`src/verilog/shf_cfg.svh`:
```
// Constants for the sync header stream framer
`ifndef SHF_CFG_SVH
`define SHF_CFG_SVH
`define SHF_MODE_FEC 2'h2
`define SHF_BLK_PER_MB 6'h20
`define SHF_PAR_W 26
`define SHF_POLY 26'h0220211
`define SHF_PILOT 5'h01
`define SHF_EOEMB_POS 5'h16
`define SHF_HDR_ONE 2'h1
`define SHF_HDR_ZERO 2'h2
`endif

```
`src/verilog/shf_pkg.sv`:
```
// Types for the sync header stream framer
`include "shf_cfg.svh"
package shf_pkg;
  typedef struct packed {
    logic [63:0] data;
    logic valid;
  } shf_blk_t;
  typedef struct packed {
    logic [1:0] hdr;
    logic [63:0] data;
    logic valid;
  } shf_out_t;
  typedef enum logic [1:0] {
    SHF_IDLE = 2'b01,
    SHF_RUN = 2'b10
  } shf_state_t;
endpackage
```
`src/verilog/shf_framer.sv`:
```
// Sync header stream framer with FEC parity generation
`timescale 1ns/1ps
module shf_framer
  import shf_pkg::*;
(
  input wire logic mclk,
  input wire logic nrst,
  input wire logic link_en,
  input wire logic sysref,
  input wire logic [1:0] sync_header_mode_select,
  input wire logic [4:0] emb_len_m1,
  input wire shf_blk_t blk_in,
  output shf_out_t blk_out,
  output logic mb_start,
  output logic fec_active
);
  // ==========================================
  // Parity arithmetic
  // One bit per step of the LFSR, unrolled over 64 payload bits.
  function automatic logic [25:0] par_step64(input logic [25:0] s, input logic [63:0] d);
    logic [25:0] r;
    logic fb;
    r = s;
    for (int i = 63; i >= 0; i--)
    begin
      fb = r[25] ^ d[i];
      r = {r[24:0], 1'b0};
      if (fb)
      begin
        r = r ^ `SHF_POLY;
      end
    end
    return r;
  endfunction

  // Stream position to header bit mapping
  function automatic logic stream_bit(input logic [4:0] pos, input logic [25:0] p, input logic eoemb);
    logic b;
    b = 1'b0;
    if (pos <= 5'd21)
      b = p[5'd25 - pos];
    else if (pos == `SHF_EOEMB_POS)
      b = eoemb;
    else if (pos <= 5'd26)
      b = p[5'd26 - pos];
    else
      b = (pos == 5'd31);
    return b;
  endfunction

  // ==========================================
  // State
  shf_state_t state;
  logic [4:0] blk_cnt;
  logic [4:0] mb_cnt;
  logic [25:0] par_acc;
  logic [25:0] par_tx;
  logic sent_bit;
  logic [4:0] last_pos;
  logic last_eoemb;

  wire logic fec_mode = (sync_header_mode_select == `SHF_MODE_FEC);
  wire logic eoemb_now = (mb_cnt == emb_len_m1);
  wire logic take = (state == SHF_RUN) && blk_in.valid;
  wire logic last_blk = (blk_cnt == 5'd31);

  always_ff @(posedge mclk or negedge nrst)
  begin
    if (!nrst)
      state <= SHF_IDLE;
    else if (!link_en)
      state <= SHF_IDLE;
    else
      state <= SHF_RUN;
  end

  // ==========================================
  // Block and multiblock counters
  always_ff @(posedge mclk or negedge nrst)
  begin
    if (!nrst)
    begin
      blk_cnt <= 5'h00;
      mb_cnt <= 5'h00;
    end
    else if (state == SHF_IDLE || sysref)
    begin
      blk_cnt <= 5'h00;
      mb_cnt <= 5'h00;
    end
    else if (take)
    begin
      blk_cnt <= blk_cnt + 5'd1;
      if (last_blk)
        mb_cnt <= eoemb_now ? 5'h00 : mb_cnt + 5'd1;
    end
  end

  // ==========================================
  // Parity accumulation and hand-off
  always_ff @(posedge mclk or negedge nrst)
  begin
    if (!nrst)
    begin
      par_acc <= 26'h0000000;
      par_tx <= 26'h0000000;
    end
    else if (state == SHF_IDLE || sysref)
    begin
      par_acc <= 26'h0000000;
      par_tx <= 26'h0000000;
    end
    else if (take)
    begin
      if (last_blk)
      begin
        par_tx <= par_step64(par_acc, blk_in.data);
        par_acc <= 26'h0000000;
      end
      else
        par_acc <= par_step64(par_acc, blk_in.data);
    end
  end

  // ==========================================
  // Output block with sync header
  always_ff @(posedge mclk or negedge nrst)
  begin
    if (!nrst)
    begin
      blk_out <= '0;
      mb_start <= 1'b0;
      fec_active <= 1'b0;
    end
    else
    begin
      fec_active <= fec_mode && (state == SHF_RUN);
      mb_start <= take && (blk_cnt == 5'h00);
      blk_out.valid <= take;
      if (take)
      begin
        blk_out.data <= blk_in.data;
        blk_out.hdr <= stream_bit(blk_cnt, fec_mode ? par_tx : 26'h0000000, eoemb_now)
          ? `SHF_HDR_ONE : `SHF_HDR_ZERO;
      end
    end
  end

  // ==========================================
  // Assertion helpers
  always_ff @(posedge mclk or negedge nrst)
  begin
    if (!nrst)
    begin
      sent_bit <= 1'b0;
      last_pos <= 5'h00;
      last_eoemb <= 1'b0;
    end
    else
    begin
      sent_bit <= stream_bit(blk_cnt, fec_mode ? par_tx : 26'h0000000, eoemb_now);
      last_pos <= blk_cnt;
      last_eoemb <= eoemb_now;
    end
  end

  property p_hdr_enc;
    @(posedge mclk) disable iff (!nrst) blk_out.valid |-> (blk_out.hdr == (sent_bit ? 2'h1 : 2'h2));
  endproperty
  a_hdr_enc: assert property (p_hdr_enc) else $error("bad header");
  property p_pilot;
    @(posedge mclk) disable iff (!nrst) blk_out.valid && last_pos >= 5'd27 |-> sent_bit == (last_pos == 5'd31);
  endproperty
  a_pilot: assert property (p_pilot) else $error("bad pilot");
  property p_eoemb;
    @(posedge mclk) disable iff (!nrst) blk_out.valid && last_pos == 5'd22 |-> sent_bit == last_eoemb;
  endproperty
  a_eoemb: assert property (p_eoemb) else $error("bad eoemb");
  property p_clear;
    @(posedge mclk) disable iff (!nrst) take && last_blk |=> par_acc == 26'h0000000;
  endproperty
  a_clear: assert property (p_clear) else $error("parity not cleared");
  property p_handoff;
    @(posedge mclk) disable iff (!nrst) take && last_blk && !sysref |=> par_tx == par_step64($past(par_acc), $past(blk_in.data));
  endproperty
  a_handoff: assert property (p_handoff) else $error("bad parity hand-off");
  property p_zero_first;
    @(posedge mclk) disable iff (!nrst) state == SHF_IDLE |=> par_tx == 26'h0000000;
  endproperty
  a_zero_first: assert property (p_zero_first) else $error("first parity not zero");
  property p_sysref;
    @(posedge mclk) disable iff (!nrst) sysref |=> blk_cnt == 5'h00 && mb_cnt == 5'h00;
  endproperty
  a_sysref: assert property (p_sysref) else $error("phase not reset");
  property p_mode;
    @(posedge mclk) disable iff (!nrst) state == SHF_RUN && fec_mode |=> fec_active;
  endproperty
  a_mode: assert property (p_mode) else $error("fec not active");
  property p_mb_len;
    @(posedge mclk) disable iff (!nrst) mb_start |=> !mb_start;
  endproperty
  a_mb_len: assert property (p_mb_len) else $error("mb length");
  c_mb: cover property (@(posedge mclk) disable iff (!nrst) mb_start);
  c_emb: cover property (@(posedge mclk) disable iff (!nrst) take && last_blk && eoemb_now);
  c_one: cover property (@(posedge mclk) disable iff (!nrst) blk_out.valid && blk_out.hdr == 2'h1);
endmodule

```
`config.mk`:
```
export PLATFORM = sky130hd
export DESIGN_NAME = shf_framer
export DESIGN_NICKNAME = d
export VERILOG_FILES = /design/src/verilog/shf_pkg.sv /design/src/verilog/shf_framer.sv
export VERILOG_INCLUDE_DIRS = /design/src /design/src/verilog
export SDC_FILE = /design/constraint.sdc
export NUM_CORES = 1
export LEC_CHECK = 0
export ABC_AREA = 1
export BUFFER_PORTS_ARGS = -buffer_cell sky130_fd_sc_hd__buf_2
export CAP_MARGIN = 0
export CORE_MARGIN = 5
export CORE_UTILIZATION = 35
export CTS_CLUSTER_SIZE = 14
export DETAILED_ROUTE_END_ITERATION = 8
export PLACE_DENSITY = 0.61
export SLEW_MARGIN = 0
export SYNTH_ARGS = -nofsm -noshare
export SYNTH_HDL_FRONTEND = slang
export SYNTH_SLANG_ARGS = --single-unit
```
`constraint.sdc`:
```
create_clock -name mclk -period 3.9 [get_ports mclk]
set_input_delay 0.975 -clock mclk [delete_from_list [all_inputs] [get_ports mclk]]
set_output_delay 0.975 -clock mclk [all_outputs]
set_load 0.005 [all_outputs]
```
# [Yosys cells after proc, flatten, opt, wreduce, memory -nomap -nowiden]
# Cells that the tools add are included.
# Widths: inputs -> output; s select.
[classes] add_sub_neg=4 order_cmp=4 eq_ne=6 mux=528 bitwise=254 reduce_logical=8
[ops] operator="$mux 26" n=385
[ops] operator="$mux 22" n=127
[ops] operator="$not 5->5" n=127
[ops] operator="$xor 1x1->1" n=127
[ops] operator="$mux 5" n=6
[ops] operator="$lt 5x6->1 const B" n=2
[ops] operator="$add 5x1->5 const B" n=2
[ops] operator="$bmux 1 s5" n=2
[ops] operator="$eq 5x5->1 const B" n=2
[ops] operator="$le 5x5->1 const B" n=2
[ops] operator="$sub 5x5->5 const A" n=2
[ops] operator="$mux 1" n=6
[ops] operator="$eq 5x5->1" n=1
[ops] operator="$logic_not 5->1" n=1
[ops] operator="$eq 2x2->1 const B" n=2
[ops] operator="$mux 2" n=2
[ops] operator="$reduce_bool 2->1" n=2
[ops] operator="$logic_and 1x1->1" n=3
[ops] operator="$eq 2x1->1 const B" n=1
[ops] operator="$reduce_and 2->1" n=1
[ops] operator="$logic_or 1x1->1" n=1
[totals] register_bits=133 out_inout_bits=69

# [Longest topological paths before layout]
[depth] depth_word=320 depth_mapped=42 depth_no_buf=42

# [Worst setup path after synthesis]
# OpenSTA, ideal clock, no wires.
[synth_path] path_kind="input to register" start="in blk_in[55] (netlist bit)" end="reg par_tx[7]" setup_ns=0.118 arrival_time_ns=3.737 t_required_ns=3.782 path_slack_ns=0.045 cell_stages=31 path_buffers=0 cell_sequence="inv_1 -> nand2_1 -> nand2_1 -> inv_1 -> nand2_1 -> nand2_1 -> nand2_1 -> nand2_1 -> nand2_1 -> nand2_1 -> nand2_1 -> nand2_2 -> xor2_2 -> inv_1 -> nand2_1 -> nand2_2 -> xor2_2 -> xor2_2 -> xor2_1 -> xor2_1 -> nand2_1 -> nand2_1 -> nand2_1 -> nand2_2 -> inv_2 -> nand2_2 -> nand3_2 -> nand2_4 -> nand2_2 -> nand3_1 -> nand2_1"
[synth_via] elab_chain_cells=218 elab_cells_between_ends=285 cone_classes="mux (220); bitwise (65)"
[synth_rtl] element="start: declaration" line_no="shf_framer.sv:12" source="input wire shf_blk_t blk_in,"
[synth_rtl] element="$xor 1x1->1 (*)" line_no="shf_framer.sv:26" source="fb = r[25] ^ d[i];"
[synth_rtl] element="$mux 22 (*)" line_no="shf_framer.sv:28" source="if (fb)"
[synth_rtl] element="$mux 26 (*)" line_no="shf_framer.sv:115" source="if (last_blk)"
[synth_rtl] element="$mux 26 (*)" line_no="shf_framer.sv:113" source="else if (take)"
[synth_rtl] element="$mux 26 (*)" line_no="shf_framer.sv:108" source="else if (state == SHF_IDLE || sysref)"
[synth_rtl] element="$mux 22" line_no="shf_framer.sv:28"
[synth_rtl] element="$mux 26 (*)" line_no="shf_framer.sv:115"
[synth_rtl] element="$mux 26 (*)" line_no="shf_framer.sv:113"
[synth_rtl] element="[202 not listed]"
[synth_rtl] element="$mux 22 (*)" line_no="shf_framer.sv:28"
[synth_rtl] element="$mux 26 (*)" line_no="shf_framer.sv:115"
[synth_rtl] element="$mux 26 (*)" line_no="shf_framer.sv:113"
[synth_rtl] element="$mux 26 (*)" line_no="shf_framer.sv:108"
[synth_rtl] element="$mux 22 (*)" line_no="shf_framer.sv:28"
[synth_rtl] element="$mux 26 (*)" line_no="shf_framer.sv:115"
[synth_rtl] element="$mux 26 (*)" line_no="shf_framer.sv:113"
[synth_rtl] element="$mux 26 (*)" line_no="shf_framer.sv:108"
[synth_rtl] element="end signal: assignment" line_no="shf_framer.sv:117" source="par_tx <= par_step64(par_acc, blk_in.data);"
[synth_rtl] element="end: declaration" line_no="shf_framer.sv:57" source="logic [25:0] par_tx;"
# Mark *: on every way between the ends. The rest lies on a longest branch, timed or not. The select of a mux whose other input is x is not followed.
# A chain may end at the register's enable or synchronous reset.

# [Final worst setup path]
[layout_path] start="in blk_in[48] (netlist bit)" end="reg par_acc[21]"
[layout_via] elab_chain_cells=198 elab_cells_between_ends=252 cone_classes="mux (192); bitwise (60)"
[layout_rtl] element="$xor 1x1->1 (*)" line_no="shf_framer.sv:26"
[layout_rtl] element="$mux 22 (*)" line_no="shf_framer.sv:28"
[layout_rtl] element="$mux 26 (*)" line_no="shf_framer.sv:115"
[layout_rtl] element="$mux 26 (*)" line_no="shf_framer.sv:113"
[layout_rtl] element="$mux 26 (*)" line_no="shf_framer.sv:108"
[layout_rtl] element="$mux 22" line_no="shf_framer.sv:28"
[layout_rtl] element="$mux 26 (*)" line_no="shf_framer.sv:115"
[layout_rtl] element="$mux 26 (*)" line_no="shf_framer.sv:113"
[layout_rtl] element="[182 not listed]"
[layout_rtl] element="$mux 26 (*)" line_no="shf_framer.sv:115"
[layout_rtl] element="$mux 26 (*)" line_no="shf_framer.sv:113"
[layout_rtl] element="$mux 26 (*)" line_no="shf_framer.sv:108"
[layout_rtl] element="$not 5->5 (no source line)"
[layout_rtl] element="$mux 22 (*)" line_no="shf_framer.sv:28"
[layout_rtl] element="$mux 26 (*)" line_no="shf_framer.sv:115"
[layout_rtl] element="$mux 26 (*)" line_no="shf_framer.sv:113"
[layout_rtl] element="$mux 26 (*)" line_no="shf_framer.sv:108"
[layout_rtl] element="end signal: assignment" line_no="shf_framer.sv:121" source="par_acc <= par_step64(par_acc, blk_in.data);"
[layout_rtl] element="end: declaration" line_no="shf_framer.sv:56" source="logic [25:0] par_acc;"
# Marks and branches as above.

==> flow_metrics.tcl <==
set metrics [dict create \
    die_w_um 173 \
    maxSlewHeadroom_pct 51.4 \
    dr.pass1.iters 5 \
    violations "setup timing" \
    synth-compound-area-share_pct 8.16 \
    hp-class "flop to flop" \
    ant_nets 0 \
    synthMuxAreaShare_pct 0.108 \
    hold_ws_ns 0.471 \
    clk_latency_ns 0.43 \
    synth_top_family_by_area "simple AND/OR/NAND/NOR gates" \
    initial_core_util_pct 35.5 \
    finalWirelength_mm 37.3 \
    critPathSlowestCell "xnor2_4" \
    cts_buffer_depth 2 \
    synth-xor-area-share_pct 8.05 \
    synthFlopType "dfrtp_1" \
    core_area_mm2 0.0261 \
    ys_warn_count 0 \
    place_congestion 0.915 \
    criticalPathCategory "input port to flop" \
    status "complete, but fails checks" \
    syn-mean-instance-area_um2 6.59 \
    synth.most_common_cell "nand2_1" \
    syn_nets 1490 \
    drt_iter0_drc 780 \
    cts_tree "yes" \
    critPathMaxFanout 5 \
    worstPathArrival_ns 4.62 \
    rows 59 \
    grt_remaining_overflow 0 \
    io_buffers 144 \
    synth.cell_area_mm2 0.00926 \
    path_clk_slew_ns 0.07 \
    ios 145 \
    cap_viol_max_count 0 \
    fin_crit_ns 4.30 \
    viasPerCell 5.12 \
    hpwl_mm 24.7 \
    setup_viol 36 \
    finalHoldViolations 0 \
    root_buffer "clkbuf_16" \
    dieArea_mm2 0.0298 \
    synth_cell_types 43 \
    slowest_delay_ns 0.29 \
    grtUsageTotal_pct 21.6 \
    worstSetupEndpointType "flop" \
    drive_gt1_share_pct 48.8 \
    cts.sinks 133 \
    htree_levels 4 \
    tightest_slew_ns 0.729 \
    cp.required_ns 4.22 \
    wire_per_inst_um 18.3 \
    grt_max_degree 74 \
    synth_edf_count 0 \
    ys_seq_elements 133 \
    seq_area_frac_synth_pct 36.0 \
    maxSlewViolCount 0 \
    dp_cells 1978 \
    synth.area.top_cells "dfrtp_1 (36%), nand2_1 (24%), nand3_1 (7.0%), inv_1 (6.8%), xor2_1 (5.8%)" \
    synthCells 1404 \
    fin_skew_ns 0.0142 \
    grt_first_pass_wirelength_mm 52.3 \
    area_growth_pct 61.3 \
    antennaDiodeCount 0 \
    fin_ws_ns -0.395 \
    rsz0062_at_grt "yes" \
    yosys.area_share.simple_pct 37.6 \
    dieHeight_um 173 \
    finalCritPeriodShare_pct 110 \
    crit_top_cell "nand2_4" \
    vias 10500 \
    nets 1783 \
    cts_buffers 17 \
    grt_pass1_vias 9843 \
    async_flop_share_pct 100 \
    synth-adder-area-share_pct 1.35 \
    start_kind "input port" \
    antenna_found_initial 0 \
    route.detailed.drc 0 \
    maxClockFrequency_mhz 233 \
    yosysTopAreaCell "dfrtp_1" \
    stdcell_count 2045 \
    yosysTopAreaCellShare_pct 35.7 \
    synth_commonest_cells "nand2_1 (583), inv_1 (168), dfrtp_1 (132)" \
]
==> per-stage QoR <==
stage	instance area, µm²	TNS (ns)	setup WS [ns]	utilization [%]
after floorplan	9260	0	0.0451	-
after global placement	11300	-27.42	-1.06	43.3
after detailed placement	11300	-28.61	-1.06	43.3
after CTS	12900	-3.33	-0.127	49.5
after global routing	14900	-16.11	-0.533	57.3
final	14900	-11.50	-0.395	57.3
==> layer usage <==
| layer | part of all wire, % | wire, µm | vias to the layer above | GRT usage (%) |
|---|---|---|---|---|
| li1 | - | - | 4957 | - |
| met1 | 41 | 15500 | 5041 | 28.9 |
| met2 | 49 | 18300 | 393 | 36.2 |
| met3 | 5.5 | 2060 | 85 | 3.52 |
| met4 | 4.1 | 1540 | 0 | 6.07 |
| met5 | 0 | 0 | - | 0 |
==> placed cells by master (no fill, tap or decap), drive strengths merged, types with 2 or more instances in the layout <==
cell type	n
nand2	623
buf	308
inv	185
nand3	135
dfrtp	132
o21ai	83
xor2	67
nor2	47
clkbuf	20
o22ai	19
a21oi	17
xnor2	13
ha	10
nor3	7
o211ai	6
nand3b	5
or2	5
clkinv	5
nand4	3
clkinvlp	3
o311ai	2
a31oi	2
==> sequential cells by signal, indices dropped and copies added, names as in the netlist <==
name        flops
fec_active      1
par_acc        26
mb_cnt          5
par_tx         26
mb_start        1
blk_out        67
blk_cnt         5
state           2
==> worst max-delay path: cells and delay by family <==
family	cells	cell delay, ns
XOR/XNOR	1	0.29
buffers and inverters	5	0.56
AND/OR/NAND/NOR	31	2.80
==> repair_timing <==
| action | 4_1_cts | 5_1_grt |
|---|---|---|
| pin swaps | 112 | 228 |
| setup endpoints to repair | 36 | 36 |
| gates resized for setup | 239 | 466 |
| hold buffers | 0 | 0 |
| buffers inserted | 19 | 22 |
==> logic make-up (layout without fill, tap and decap cells) <==
logic type                 Yosys count  after routing
and+or+nand+nor                    828            828
buffers and inverters              216            522
AOI/OAI and AO/OA                  136            136
DFF                                133            133
xor gates and xnor gates            80             80
adders and majority gates           10             10
muxes                                1              1
==> cell type report <==
class | instances | area [µm²]
clock inverter | 12 | 118
multi-input combinational | 1055 | 7720
sequential | 133 | 3330
inverter | 182 | 758
timing repair buffer | 308 | 2120
fill | 2236 | 11100
tap | 335 | 419
clock buffer | 20 | 467
==> worst paths after layout <==
kind                                    startpoint                      end  slack (ns)  cells past startpoint
setup / recovery                        blk_in[48]  par_acc[21]$_DFFE_PN0P_       -0.40                     37
hold reg to reg             par_tx[23]$_DFFE_PN0P_   par_tx[23]$_DFFE_PN0P_        0.47                      2
hold / removal              par_tx[23]$_DFFE_PN0P_   par_tx[23]$_DFFE_PN0P_        0.47                      2
max in group asynchronous                     nrst       state[0]$_DFF_PN1_        2.53                      2
setup reg to reg           par_acc[20]$_DFFE_PN0P_   par_acc[3]$_DFFE_PN0P_       -0.37                     31
min in group asynchronous                     nrst  blk_out[30]$_DFFE_PN0P_        0.58                      1
Power is not shown: default switching activity piles up to over one toggle a cycle in this logic, so the estimate is an artifact.
